--- config.mk ---
export PLATFORM = sky130hd
export DESIGN_NAME = gims_i2c_master
export DESIGN_NICKNAME = d
export VERILOG_FILES = /design/src/gims_pkg.sv /design/src/gims_fifo2.sv /design/src/gims_i2c_master.sv
export SDC_FILE = /design/constraint.sdc
export NUM_CORES = 1
export LEC_CHECK = 0
export ABC_AREA = 1
export ABC_CLOCK_PERIOD_IN_PS = 1800
export BUFFER_PORTS_ARGS = -buffer_cell sky130_fd_sc_hd__buf_2
export CAP_MARGIN = 20
export CORE_MARGIN = 2
export CORE_UTILIZATION = 36
export DETAILED_ROUTE_END_ITERATION = 12
export PLACE_DENSITY = 0.61
export SETUP_SLACK_MARGIN = 0.15
export SLEW_MARGIN = 20
export SYNTH_ARGS = -nofsm -noshare
export SYNTH_HDL_FRONTEND = slang
export SYNTH_SLANG_ARGS = --single-unit
--- constraint.sdc ---
create_clock -name sys_clk -period 1.8 [get_ports sys_clk]
set_input_delay 0.18 -clock sys_clk [delete_from_list [all_inputs] [get_ports sys_clk]]
set_output_delay 0.18 -clock sys_clk [all_outputs]
set_load 0.02 [all_outputs]
--- src/gims_pkg.sv ---
// shared constants and types for the positioning-receiver two-wire master
package gims_pkg;

  // bus timing: a quarter of a standard-mode bit period
  localparam int unsigned CLK_PERIOD_NS = 20;
  localparam int unsigned QUARTER_NS    = 2500;
  localparam logic [8:0]  QUARTER_CYC   =
    9'((QUARTER_NS + CLK_PERIOD_NS - 1) / CLK_PERIOD_NS);
  localparam logic [8:0]  HALF_CYC      = 9'(2 * QUARTER_CYC);

  // index of the last bit of a bus byte: the acknowledge slot, nine bits counted 0 to 8
  localparam logic [3:0]  LAST_BIT      = 4'h8;

  // reset values of the sideband outputs
  localparam logic        SUPPLY_RESET  = 1'b0;
  localparam logic        RTC_RESET     = 1'b0;

  // depth of the aiding store
  localparam int unsigned AID_DEPTH     = 16;

  typedef enum logic [1:0] {
    OP_START = 2'b00,   // start or repeated start, data is address and direction
    OP_WRITE = 2'b01,
    OP_READ  = 2'b10,
    OP_STOP  = 2'b11
  } gims_op_type;

  typedef struct packed {
    gims_op_type op;
    logic [7:0]  data;
    logic        last;  // read: answer this byte with no acknowledge
  } gims_cmd_type;

  typedef struct packed {
    logic ackOk;
    logic wasRead;
  } gims_done_type;

endpackage
--- src/gims_fifo2.sv ---
// small valid/ready buffer on the received data path
`timescale 1ns/1ns
`default_nettype none
module gims_fifo2 #(
  parameter int WIDTH = 8,
  parameter int DEPTH = 2
) (
  input  wire logic             sys_clk,   // system clock
  input  wire logic             rst_b,     // synchronous reset, active low
  input  wire logic             inValid,   // word offered
  output logic                  inReady,   // room for a word
  input  wire logic [WIDTH-1:0] inData,    // word in
  output logic                  outValid,  // word available
  input  wire logic             outReady,  // drain accepts
  output logic      [WIDTH-1:0] outData    // oldest word
);
  localparam int AW = (DEPTH > 1) ? $clog2(DEPTH) : 1;

  logic [WIDTH-1:0] mem [DEPTH];
  logic [AW-1:0]    wrPtr;
  logic [AW-1:0]    rdPtr;
  logic [AW:0]      count;
  logic             doPush;
  logic             doPop;

  assign inReady  = (count != (AW+1)'(DEPTH));
  assign outValid = (count != '0);
  assign outData  = mem[rdPtr];
  assign doPush   = inValid && inReady;
  assign doPop    = outValid && outReady;

  always_ff @(posedge sys_clk) begin
    if (doPush) begin
      mem[wrPtr] <= inData;
    end
  end

  always_ff @(posedge sys_clk) begin
    if (!rst_b) begin
      wrPtr <= '0;
      rdPtr <= '0;
      count <= '0;
    end else begin
      if (doPush) begin
        wrPtr <= (wrPtr == AW'(DEPTH - 1)) ? '0 : wrPtr + 1'b1;
      end
      if (doPop) begin
        rdPtr <= (rdPtr == AW'(DEPTH - 1)) ? '0 : rdPtr + 1'b1;
      end
      count <= count + (AW+1)'(doPush) - (AW+1)'(doPop);
    end
  end

  count_bound_a: assert property (@(posedge sys_clk) disable iff (!rst_b)
    count <= (AW+1)'(DEPTH)) else $error("buffer count above depth");
endmodule // gims_fifo2
`default_nettype wire

--- src/gims_i2c_master.sv ---
// two-wire bus master with receiver supply, data-ready wake and clock-sync sidebands
`timescale 1ns/1ns
`default_nettype none
// Behaviour
// device is bus master only, never slave
// receiver and peripherals answer as slaves only
// clock times each bit, data line carries bits
// both lines open-drain, external pull-ups
// bus bytes never interpreted as commands
// host command removes receiver supply
// receiver raises data-ready when data waits
// data-ready wakes module, no data lost
// power saving and quiet bus enter idle
// drive clock-sync pin when sharing enabled
// capture aiding data, request restore at power-up
// start, address, acknowledged bytes, then stop
module gims_i2c_master #(
  parameter int BUF_DEPTH = 2,
  parameter int AID_WORDS = gims_pkg::AID_DEPTH
) (
  input  wire logic                   sys_clk,                    // 50 MHz clock
  input  wire logic                   rst_b,                      // sync reset, low
  input  wire logic                   cmdValid,                   // command offered
  output logic                        cmdReady,                   // command taken
  input  wire gims_pkg::gims_cmd_type cmd,                        // command word
  output gims_pkg::gims_done_type     done,                       // result of command
  output logic                        doneValid,                  // result pulse
  output logic                        rdValid,                    // read byte ready
  input  wire logic                   rdReady,                    // read byte taken
  output logic [7:0]                  rdData,                     // read byte
  input  wire logic                   sclIn,                      // clock line level
  output logic                        sclOut,                     // clock drive value
  output logic                        sclOe,                      // clock pulled low
  input  wire logic                   sdaIn,                      // data line level
  output logic                        sdaOut,                     // data drive value
  output logic                        sdaOe,                      // data pulled low
  input  wire logic                   power_saving_command,       // power saving on
  input  wire logic                   supplyOn,                   // host wants supply
  output logic                        receiver_supply_enable_pin, // receiver supply
  input  wire logic                   receiver_data_ready_pin,    // receiver has data
  output logic                        wakePulse,                  // wake from idle
  output logic                        idleMode,                   // idle allowed
  input  wire logic                   rtcShareEn,                 // sync sharing on
  input  wire logic                   rtcTick,                    // local clock-sync
  output logic                        rtc_sync_out_pin,           // sync to receiver
  input  wire logic                   aidingEn,                   // local aiding on
  input  wire logic                   aidCapture,                 // store read bytes
  input  wire logic                   aidClear,                   // empty aiding store
  input  wire logic [$clog2(AID_WORDS)-1:0] aidRdIdx,             // aiding read index
  output logic [7:0]                  aidRdData,                  // aiding word
  output logic [$clog2(AID_WORDS):0]  aidCount,                   // words stored
  output logic                        restoreReq,                 // restore pending
  input  wire logic                   restoreAck                  // restore done
);
  import gims_pkg::*;

  typedef enum logic [3:0] {
    S_IDLE = 4'h0,
    S_HOLD = 4'h1,
    S_ST1  = 4'h2,
    S_ST2  = 4'h3,
    S_ST3  = 4'h4,
    S_BITL = 4'h5,
    S_BITD = 4'h6,
    S_BITH = 4'h7,
    S_SP1  = 4'h8,
    S_SP2  = 4'h9
  } gims_state_type;

  gims_state_type state;
  logic [8:0]     tmr;
  logic [8:0]     txShift;
  logic [8:0]     rxShift;
  logic [3:0]     bitCnt;
  logic           isRead;
  logic           sclMeta, sclSync;
  logic           sdaMeta, sdaSync;
  logic           drdyMeta, drdySync, drdyPrev;
  logic           supplyPrev;
  logic           bufInValid, bufInReady;
  logic [7:0]     bufInData;
  logic           tick;
  logic           take;
  logic [7:0]     aidMem [AID_WORDS];

  // pins are open-drain: drive value is always low, enables pull
  assign sclOut = 1'b0;
  assign sdaOut = 1'b0;
  assign tick   = (tmr == 9'h000);

  // reads are only taken when the buffer can hold the byte; a byte still
  // being pushed counts as stored, or a full buffer would drop the next one
  assign cmdReady = ((state == S_IDLE) || (state == S_HOLD)) &&
                    ((cmd.op != OP_READ) || (bufInReady && !bufInValid));
  assign take     = cmdValid && cmdReady;

  // two-stage synchronisers for everything arriving from pins
  always_ff @(posedge sys_clk) begin
    if (!rst_b) begin
      sclMeta  <= 1'b1;
      sclSync  <= 1'b1;
      sdaMeta  <= 1'b1;
      sdaSync  <= 1'b1;
      drdyMeta <= 1'b0;
      drdySync <= 1'b0;
      drdyPrev <= 1'b0;
    end else begin
      sclMeta  <= sclIn;
      sclSync  <= sclMeta;
      sdaMeta  <= sdaIn;
      sdaSync  <= sdaMeta;
      drdyMeta <= receiver_data_ready_pin;
      drdySync <= drdyMeta;
      drdyPrev <= drdySync;
    end
  end

  // bit engine; the module only ever originates transfers, no slave path
  always_ff @(posedge sys_clk) begin
    if (!rst_b) begin
      state      <= S_IDLE;
      tmr        <= 9'h000;
      txShift    <= 9'h1FF;
      rxShift    <= 9'h000;
      bitCnt     <= 4'h0;
      isRead     <= 1'b0;
      sclOe      <= 1'b0;
      sdaOe      <= 1'b0;
      doneValid  <= 1'b0;
      done       <= '0;
      bufInValid <= 1'b0;
      bufInData  <= 8'h00;
    end else begin
      doneValid  <= 1'b0;
      bufInValid <= 1'b0;
      tmr        <= tick ? 9'h000 : tmr - 9'h001;
      case (state)
        S_IDLE, S_HOLD: begin
          if (take) begin
            bitCnt  <= 4'h0;
            tmr     <= QUARTER_CYC;
            isRead  <= (cmd.op == OP_READ);
            // data bytes pass through untouched
            txShift <= (cmd.op == OP_READ) ? {8'hFF, cmd.last} : {cmd.data, 1'b1};
            case (cmd.op)
              OP_START: state <= (state == S_IDLE) ? S_ST2 : S_ST1;
              OP_STOP: begin
                if (state == S_HOLD) begin
                  state <= S_SP1;
                  sdaOe <= 1'b1;
                end else begin
                  doneValid <= 1'b1;
                  done      <= '{ackOk: 1'b1, wasRead: 1'b0};
                end
              end
              default: begin
                if (state == S_HOLD) begin
                  state <= S_BITL;
                end else begin
                  doneValid <= 1'b1;
                  done      <= '{ackOk: 1'b0, wasRead: 1'b0};
                end
              end
            endcase
          end
        end
        S_ST1: begin
          sdaOe <= 1'b0;
          if (tick) begin
            state <= S_ST2;
            sclOe <= 1'b0;
            tmr   <= QUARTER_CYC;
          end
        end
        S_ST2: begin
          if (!sclSync) begin
            tmr <= QUARTER_CYC;
          end else if (tick) begin
            state <= S_ST3;
            sdaOe <= 1'b1;
            tmr   <= QUARTER_CYC;
          end
        end
        S_ST3: begin
          if (tick) begin
            state <= S_BITL;
            sclOe <= 1'b1;
            tmr   <= QUARTER_CYC;
          end
        end
        S_BITL: begin
          sclOe <= 1'b1;
          if (tick) begin
            state <= S_BITD;
            sdaOe <= !txShift[8];
            tmr   <= QUARTER_CYC;
          end
        end
        S_BITD: begin
          if (tick) begin
            state <= S_BITH;
            sclOe <= 1'b0;
            tmr   <= HALF_CYC;
          end
        end
        S_BITH: begin
          // a slave holding the clock low delays the high phase
          if (!sclSync) begin
            tmr <= HALF_CYC;
          end else if (tick) begin
            rxShift <= {rxShift[7:0], sdaSync};
            txShift <= {txShift[7:0], 1'b1};
            bitCnt  <= bitCnt + 4'h1;
            sclOe   <= 1'b1;
            tmr     <= QUARTER_CYC;
            if (bitCnt == LAST_BIT) begin
              state      <= S_HOLD;
              doneValid  <= 1'b1;
              done       <= '{ackOk: isRead | !sdaSync, wasRead: isRead};
              bufInValid <= isRead;
              bufInData  <= rxShift[7:0];
            end else begin
              state <= S_BITL;
            end
          end
        end
        S_SP1: begin
          if (tick) begin
            state <= S_SP2;
            sclOe <= 1'b0;
            tmr   <= QUARTER_CYC;
          end
        end
        S_SP2: begin
          if (!sclSync) begin
            tmr <= QUARTER_CYC;
          end else if (tick) begin
            state     <= S_IDLE;
            sdaOe     <= 1'b0;
            doneValid <= 1'b1;
            done      <= '{ackOk: 1'b1, wasRead: 1'b0};
          end
        end
        default: begin
          state <= S_IDLE;
          sclOe <= 1'b0;
          sdaOe <= 1'b0;
        end
      endcase
    end
  end

  gims_fifo2 #(.WIDTH(8), .DEPTH(BUF_DEPTH)) rxBuf (
    .sys_clk  (sys_clk),
    .rst_b    (rst_b),
    .inValid  (bufInValid),
    .inReady  (bufInReady),
    .inData   (bufInData),
    .outValid (rdValid),
    .outReady (rdReady),
    .outData  (rdData)
  );

  // sidebands: supply, wake, idle and clock sharing
  always_ff @(posedge sys_clk) begin
    if (!rst_b) begin
      receiver_supply_enable_pin <= SUPPLY_RESET;
      rtc_sync_out_pin           <= RTC_RESET;
      wakePulse                  <= 1'b0;
      idleMode                   <= 1'b0;
    end else begin
      receiver_supply_enable_pin <= supplyOn;
      rtc_sync_out_pin           <= rtcShareEn & rtcTick;
      wakePulse                  <= drdySync & !drdyPrev;
      idleMode                   <= power_saving_command && (state == S_IDLE) &&
                                    !drdySync && !cmdValid && !rdValid;
    end
  end

  // aiding store: read bytes captured, restore asked on receiver power-up
  always_ff @(posedge sys_clk) begin
    if (bufInValid && aidCapture && (aidCount != ($clog2(AID_WORDS)+1)'(AID_WORDS))) begin
      aidMem[aidCount[$clog2(AID_WORDS)-1:0]] <= bufInData;
    end
  end

  assign aidRdData = aidMem[aidRdIdx];

  always_ff @(posedge sys_clk) begin
    if (!rst_b) begin
      aidCount   <= '0;
      restoreReq <= 1'b0;
      supplyPrev <= SUPPLY_RESET;
    end else begin
      supplyPrev <= receiver_supply_enable_pin;
      if (aidClear) begin
        aidCount <= '0;
      end else if (bufInValid && aidCapture &&
                   (aidCount != ($clog2(AID_WORDS)+1)'(AID_WORDS))) begin
        aidCount <= aidCount + 1'b1;
      end
      // a new power-up wins over an acknowledge in the same cycle
      if (receiver_supply_enable_pin && !supplyPrev && aidingEn && (aidCount != '0)) begin
        restoreReq <= 1'b1;
      end else if (restoreAck) begin
        restoreReq <= 1'b0;
      end
    end
  end

  tx_hold_a: assert property (@(posedge sys_clk) disable iff (!rst_b)
    (state == S_BITH) |=> $stable(sdaOe)) else $error("data moved while clock high");
  od_drive_a: assert property (@(posedge sys_clk) disable iff (!rst_b)
    !sclOut && !sdaOut) else $error("line driven high");
  idle_bus_a: assert property (@(posedge sys_clk) disable iff (!rst_b)
    (state == S_IDLE) && $past(state) == S_IDLE |-> !sclOe && !sdaOe)
    else $error("bus held while idle");
  start_cond_a: assert property (@(posedge sys_clk) disable iff (!rst_b)
    $rose(sdaOe) && !sclOe |-> state == S_ST3) else $error("stray start");
  stop_cond_a: assert property (@(posedge sys_clk) disable iff (!rst_b)
    $fell(sdaOe) && !sclOe |-> state == S_IDLE ##0 doneValid)
    else $error("stray stop");
  supply_off_a: assert property (@(posedge sys_clk) disable iff (!rst_b)
    !supplyOn |=> !receiver_supply_enable_pin) else $error("supply not removed");
  wake_pulse_a: assert property (@(posedge sys_clk) disable iff (!rst_b)
    $rose(drdySync) |=> wakePulse ##1 !wakePulse) else $error("wake missing");
  idle_entry_a: assert property (@(posedge sys_clk) disable iff (!rst_b)
    idleMode |-> $past(power_saving_command) && !$past(drdySync))
    else $error("idle without cause");
  rtc_gate_a: assert property (@(posedge sys_clk) disable iff (!rst_b)
    !rtcShareEn |=> !rtc_sync_out_pin) else $error("sync without sharing");
  restore_req_a: assert property (@(posedge sys_clk) disable iff (!rst_b)
    $rose(receiver_supply_enable_pin) && aidingEn && (aidCount != '0) |=> restoreReq)
    else $error("restore not requested");

  start_c: cover property (@(posedge sys_clk) disable iff (!rst_b)
    state == S_ST3 ##1 state == S_BITL);
  read_full_c: cover property (@(posedge sys_clk) disable iff (!rst_b)
    cmdValid && (cmd.op == OP_READ) && (state == S_HOLD) && !cmdReady);
  wake_c: cover property (@(posedge sys_clk) disable iff (!rst_b)
    idleMode ##1 wakePulse);
endmodule // gims_i2c_master
`default_nettype wire

==> results of run 1 <==
-- per-layer routing --
layer | GRT usage | vias up | routed length (um) | share of wire
met3 | 0.0325 | 45 | 1210 | 0.052
met4 | 0.0447 | 0 | 529 | 0.023
met2 | 0.286 | 186 | 11400 | 0.49
li1 | - | 3499 | - | -
met5 | 0 | - | 0 | 0
met1 | 0.218 | 3411 | 10300 | 0.44
-- cell families after synthesis --
kind of cell | share of synthesized area
AOI/OAI and AO/OA | 0.119
muxes | 0.00964
xor gates and xnor gates | 0.00375
and+or+nand+nor | 0.186
buffers and inverters | 0.0473
adders and majority gates | 0.0174
other | 0.000401
DFF | 0.617
-- stage by stage --
stage	std cells	utilization
floorplan	934	-
global placement	1327	0.410
detailed placement	1327	0.410
CTS	1398	0.457
global route	1412	0.481
finish	1412	0.481
-- final cells by class --
cell class              count  area (sq um)  share of cell area
repair buffers            144          1200              0.0988
clock inverters             5          53.8             0.00442
well taps                 330           413              0.0339
inverters                  68           284              0.0233
flip-flops and latches    216          5790               0.476
clock buffers              37           668              0.0549
multi-input cells         612          3760               0.309
-- cells in the mapped netlist, types with 2 or more instances --
master	n	share of area
o22ai_1	7	0.0047
nor2_4	4	0.0048
dfxtp_1	72	0.15
nand3_1	46	0.025
a21oi_1	33	0.018
nor2_1	168	0.067
o21ai_0	114	0.061
mux2_2	8	0.0096
o21a_1	3	0.0024
buf_6	3	0.0036
clkinv_1	2	0.00080
buf_4	3	0.0024
nand2_4	6	0.0072
nand2_2	4	0.0027
buf_2	3	0.0016
edfxtp_1	144	0.46
o211ai_1	8	0.0064
buf_1	3	0.0012
xor2_1	4	0.0037
inv_1	55	0.022
nor3_1	2	0.0011
ha_1	13	0.017
clkbuf_1	27	0.011
o221ai_1	26	0.024
or2_2	5	0.0033
nor2_2	8	0.0054
nand3_2	3	0.0032
inv_2	10	0.0040
nand2_1	131	0.053
nand4_1	8	0.0054
nor2_8	2	0.0043
-- timing repair --
item	4_1_cts	5_1_grt
buffers inserted	16	12
pin swaps	24	49
cloned	0	2
hold buffers	13	0
setup endpoints to repair	147	187
resized for setup	45	133
endpoints found under the hold margin	16	0
-- flip-flops by register name, summed over array words and instances (netlist names), 2 cells and up, named ones only --
| register | count |
|---|---|
| done | 2 |
| rxShift | 8 |
| rxBuf.count | 2 |
| state | 4 |
| txShift | 9 |
| aidMem | 128 |
| tmr | 9 |
| aidCount | 5 |
| bufInData | 8 |
| rxBuf.mem | 16 |
| bitCnt | 4 |
-- worst max-delay path: cells and delay by family, from the launching register on --
family,cells,cell delay (ps)
flip-flops,1,350
buffers and inverters,1,150
AO/OA/AOI/OAI,3,510
AND/OR/NAND/NOR,1,150
-- where the power goes --
part	switching (mW)	internal (mW)	total (mW)
combinational	3.11	2.09	5.20
clock	1.87	2.68	4.55
sequential	0.277	5.54	5.82
total	5.26	10.3	15.6
-- worst paths after layout --
| check | startpoint | end |
|---|---|---|
| max | aidMem[14][2]$_DFFE_PP_ | aidRdData[2] |
| min | aidClear | aidCount[0]$_SDFFE_PP0P_ |
| max reg2reg | tmr[1]$_SDFF_PN0_ | txShift[0]$_SDFFE_PN1P_ |
| min reg2reg | drdyPrev$_SDFF_PN0_ | wakePulse$_SDFF_PN0_ |
==> results.md, run 1 <==
* Slowest Stage Delay on Critical Path at approximately 350 ps
* H-tree Lvls at 1
* Initial antenna violation count at 1
* Worst slew pin tran at 760 ps
* # port buffers at 62
* Remaining antenna violation count after routing at 0
* Worst Path Arrival at 1670 ps
* Placed inst area at 0.0104 sq mm
* Post-synth ARST share at 0
* Die Span Y at approximately 170 um
* Fin crit period at 1850 ps
* Worst reg-to-reg setup slack at 140 ps
* Max-Cap Viols at 0
* Pleak at 4.77 nW
* Starting Density at 0.369
* Avg Cell Area, Syn at 10.0 sq um
* I/O pins at 65
* Core ar. at 0.0253 sq mm
* DIE WIDTH at ~170 um
* 1st-iter DRT viols at 395
* Most common cell after layout, fill and taps aside: nor2_1
* WL per Instance at 16.6 um
* DIE AREA at 0.0273 sq mm
* Total CTS buffers at 23
* Distinct cells, synth at 39
* Via count at 7141
* Maximum vdd drop at slightly below 0.7 mV
* Setup Skew at 17.1 ps
* Synthesized instance count at 933
* Slew HR at 0.492
* RSZ-0062 raised after global routing: true
* FF-to-FF path depth at 12
* Layout net count at 1108
* PnR worst setup slack at -55.0 ps
* Grt total ovfl at 0
* Post-Route WL at 23400 um
* Number of synthesized flops with an enable pin at 144
* Crit Path Category: reg2out
* Main synth FF type: edfxtp_1
* Sequence of cells on the critical path: o21ai_0, o221ai_1, o211ai_1, nand2_1, buf_6
* Number of max-slew violations in the final report at 0
* Pre-CTS setup slack at 56.8 ps
* Register area share after synthesis at 0.617
* Synth Register Bits at 216
* ANT cells at 0
* Cell area after layout at 0.0122 sq mm
* First-pass detailed-route iteration total at 5
* Final Hold Viols at 0
* Ys Warns at 0
* Clock sink count at 216
* Share of layout cells above drive strength 1 at 0.300
* Overall Power at 15.6 mW
* Filler Cell Count at between 2000 and 2500
* CP Data Required Time at 1620 ps
* FMAX at 0.539 GHz
* CP max-delay cell: edfxtp_1
* Worst hold path depth at 4
* Violated checks: setup timing
* Worst setup SP type: register
* Number of global-route vias before repair at 6816
* GP Congestion at 0.840
* Hold_ws at 46.2 ps
* Detailed Place HPWL at 15000 um
* DRC viols at 0
* Setup crit end kind: output port
* Area growth syn-to-layout at 30.2%
* Status: complete, but fails checks
* CTS clk-pin slew, worst paths at 60 ps
* CTS root buf: clkbuf_16
* Clk buf depth at 3
* Row count at 58
* Area of the mapped netlist at 0.00935 sq mm
* Gr usage total at 0.168
* Largest net degree at the start of global routing at 65
* CTS tree: done
* Vias per cell at between 5 and 6
* PD cells at 1280 mW/mm^2
* Worst skew pair latency at 520 ps
* Worst hold-check path type: in2reg
* Final number of setup-violating endpoints at 6
* Crit Path Max Fanout at 1
* Setup TNS at -213 ps
* Period utilization at 1.03
* First-pass GRT wire length at 35900 um
* Commonest non-fill, non-tap cells in the layout: 146 x nor2_1, 144 x edfxtp_1, 104 x nand2_1
Power figures use the tool's default switching activity.
==> inputs of run 2 (changes only) <==
- CTS_CLUSTER_DIAMETER: default -> 100
- SYNTH_HIERARCHICAL: default -> 1
==> run 2 against run 1 <==
  * The flow still finishes with violations (setup timing)
  * Global-route usage is 0.78 points lower
  * Critical path depth is 2 higher
  * Via count is 3.1% lower
  * Die area is 0.59% higher
  * Sequential share of layout area is 1.1 points lower
  * Wire length is 1.7% lower
  * Worst setup slack worse by 2.2 ps
  * Final cell count is 0.78% higher
  * Non-clock buffer count is 12 higher
  * Worst hold slack better by 6.9 ps
  * Final area is 2.4% higher
  * Total power is 12% lower
==> results.md, run 2 <==
* Post-Route WL at 23000 um (was 23400 um)
* Status: complete, but fails checks (unchanged)
* # port buffers at 62 (unchanged)
* Clock sink count at 216 (unchanged)
* Multi-input gate area at 0.00378 sq mm (was 0.00376 sq mm)
* I/O pins at 65 (unchanged)
* H-tree Lvls at 1 (unchanged)
* Number of synthesized flops with an enable pin at 144 (unchanged)
* DIE WIDTH at 166 um (was 165 um)
* Number of max-slew violations in the final report at 0 (unchanged)
* Fin crit period at 1860 ps (was 1850 ps)
* DIE AREA at 0.0274 sq mm (was 0.0273 sq mm)
* Largest net degree at the start of global routing at 34 (was 65)
* Via count at 6921 (was 7141)
* Worst setup path start: aidMem[9][2]$_DFFE_PP_ (was aidMem[14][2]$_DFFE_PP_)
* Post-layout util at 0.482 (was 0.481)
* First-pass GRT wire length at 35700 um (was 35900 um)
* Post-synth ARST share at 0 (unchanged)
* Top cell types by occurrence after synthesis: 150 x nand2_1, 144 x edfxtp_1, 92 x inv_1 (was 168 x nor2_1, 144 x edfxtp_1, 131 x nand2_1)
* Area growth syn-to-layout at 32.5% (was 30.2%)
* PD cells at 1100 mW/mm^2 (was 1280 mW/mm^2)
* GP Congestion at 0.897 (was 0.840)
* Starting Density at 0.364 (was 0.369)
* Overall Power at 13.8 mW (was 15.6 mW)
* Crit Path Category: reg2out (unchanged)
* Area of the mapped netlist at 0.00940 sq mm (was 0.00935 sq mm)
* CTS tree: done (unchanged)
* Share of layout cells above drive strength 1 at 0.333 (was 0.300)
* Final number of setup-violating endpoints at 3 (was 6)
* PnR worst setup slack at -57.1 ps (was -55.0 ps)
* Inst Count DP at 1333 (was 1327)
* Grt total ovfl at 0 (unchanged)
* Worst skew pair latency at 500 ps (was 520 ps)
* Register area share after synthesis at 0.613 (was 0.617)
* Largest register FFs at 128 (unchanged)
* Core ar. at 0.0258 sq mm (was 0.0253 sq mm)
* CTS root buf: clkbuf_16 (unchanged)
* Gr usage total at 0.160 (was 0.168)
* Filler Cell Count at 2325 (was 2302)
* Top cells by area, synth: edfxtp_1 46%, dfxtp_1 15%, nand2_1 6.0% (was edfxtp_1 46%, dfxtp_1 15%, nor2_1 6.7%)
* Initial antenna violation count at 1 (unchanged)
* Row count at 59 (was 58)
* Commonest non-fill, non-tap cells in the layout: 144 x edfxtp_1, 111 x nand2_1, 84 x inv_1 (was 146 x nor2_1, 144 x edfxtp_1, 104 x nand2_1)
* RSZ-0062 raised after global routing: true (unchanged)
* Crit-path most repeated cell: o21ai_1
* Ys Warns at 6 (was 0)
* DRC viols at 0 (unchanged)
* Worst hold-check path type: in2reg (unchanged)
* Period utilization at 1.03 (about the same)
* Total CTS buffers at 23 (unchanged)
* CP max-delay cell: edfxtp_1 (unchanged)
* HP Start: aidClear (unchanged)
* Cell taking the most area after synthesis: edfxtp_1 (unchanged)
* Clk buf depth at 3 (unchanged)
* Main synth FF type: edfxtp_1 (unchanged)
* Setup Skew at 14.6 ps (was 17.1 ps)
* Sequence of cells on the critical path: inv_2, a21oi_2, o21ai_1, o21ai_1, o211ai_1, nand2_1, buf_6 (was o21ai_0, o221ai_1, o211ai_1, nand2_1, buf_6)
* Yosys top cell area share at 0.460 (was 0.463)
* Max-Cap Viols at 0 (unchanged)
* Worst setup SP type: register (unchanged)
* Distinct cells, synth at 44 (was 39)
* Pre-CTS setup slack at 63.7 ps (was 56.8 ps)
* WL per Instance at 16.2 um (was 16.6 um)
* Setup TNS at -135 ps (was -213 ps)
* Synth Register Bits at 216 (unchanged)
* CTS clk-pin slew, worst paths at 60 ps (about the same)
* Detailed Place HPWL at 15100 um (was 15000 um)
* Vias per cell at 4.86 (was 5.06)
* Layout net count at 1114 (was 1108)
* Setup crit end kind: output port (unchanged)
* Final Hold Viols at 0 (unchanged)
* Top-count cell post-synth: nand2_1 (was nor2_1)
* Non-filler cells, final at 1423 (was 1412)
* Remaining antenna violation count after routing at 0 (unchanged)
* Register area at 0.00579 sq mm (about the same)
* Avg Cell Area, Syn at 10.2 sq um (was 10.0 sq um)
* Crit Path Max Fanout at 1 (unchanged)
* First-pass detailed-route iteration total at 5 (unchanged)
* CP Data Required Time at 1620 ps (about the same)
* Die Span Y at 166 um (was 165 um)
* Violated checks: setup timing (unchanged)
* Synthesized instance count at 925 (was 933)
* 1st-iter DRT viols at 358 (was 395)
* Slowest Stage Delay on Critical Path at 390 ps (was 350 ps)
* Maximum vdd drop at 0.898 mV (was 0.691 mV)
* FMAX at 0.538 GHz (was 0.539 GHz)
* Number of global-route vias before repair at 6672 (was 6816)
* Pleak at 5.09 nW (was 4.77 nW)
* Most common cell after layout, fill and taps aside: edfxtp_1 (was nor2_1)
* Worst r2r src: tmr[0]$_SDFF_PN0_ (was tmr[1]$_SDFF_PN0_)
* Worst Path Arrival at 1680 ps (was 1670 ps)
run 2: cell families after synthesis:
group / synth area share
other: 0.000399
buffers and inverters: 0.0612
adder cells (fa/ha/maj): 0.0160
flip-flops: 0.613
AO/OA/AOI/OAI: 0.111
multiplexers: 0.0436
AND/OR/NAND/NOR: 0.147
XOR/XNOR: 0.00745
run 2: report_power, final:
part	internal (mW)	total (mW)	switching (mW)
Sequential	5.47	5.68	0.205
Clock	2.59	4.43	1.84
Combinational	1.53	3.65	2.12
run 2: per-layer routing:
metal  track usage  vias to the layer above  share of wire
met5             0                        -              0
met4        0.0386                        0          0.019
met3        0.0258                       31          0.044
met2         0.274                      170           0.49
met1         0.212                     3268           0.45
li1              -                     3452              -
run 2: critical path: cells and delay by family, from the launching register on:
family | cells | cell delay, ps
and+or+nand+nor | 1 | 110
DFF | 1 | 390
AOI/OAI and AO/OA | 4 | 480
buffers and inverters | 2 | 220
run 2: layout make-up:
| cell class | instances | area share |
|---|---|---|
| multi-input cells | 570 | 0.303 |
| well taps | 335 | 0.0336 |
| clock inverters | 7 | 0.00482 |
| diodes | 1 | 0.000201 |
| clock buffers | 33 | 0.0510 |
| repair buffers | 156 | 0.108 |
| flip-flops and latches | 216 | 0.465 |
| inverters | 104 | 0.0335 |
| repair inverters | 1 | 0.000502 |
run 2: worst paths after layout:
kind | to | slack (ps) | depth (start not counted)
worst min-delay path | aidCount[1]$_SDFFE_PP0P_ | 50 | 4
worst min register to register | wakePulse$_SDFF_PN0_ | 390 | 1
worst max-delay path | aidRdData[2] | -60 | 7
worst max register to register | bitCnt[0]$_SDFFE_PN0P_ | 70 | 11
run 2: per-stage QoR:
step / cell area [sq um] / hold slack, ps
after global placement: 10500 / 361
after CTS: 11800 / 10.9
final: 12500 / 53.1
after detailed placement: 10500 / 367
after floorplan: 9560 / 256
after global routing: 12500 / 67.2
run 2: repair_timing:
item	in CTS	in global routing
resized for setup	69	165
hold buffers	13	0
setup endpoints to repair	170	185
buffers inserted	18	14
gates cloned	0	4
pin swaps	37	60
endpoints found under the hold margin	11	0
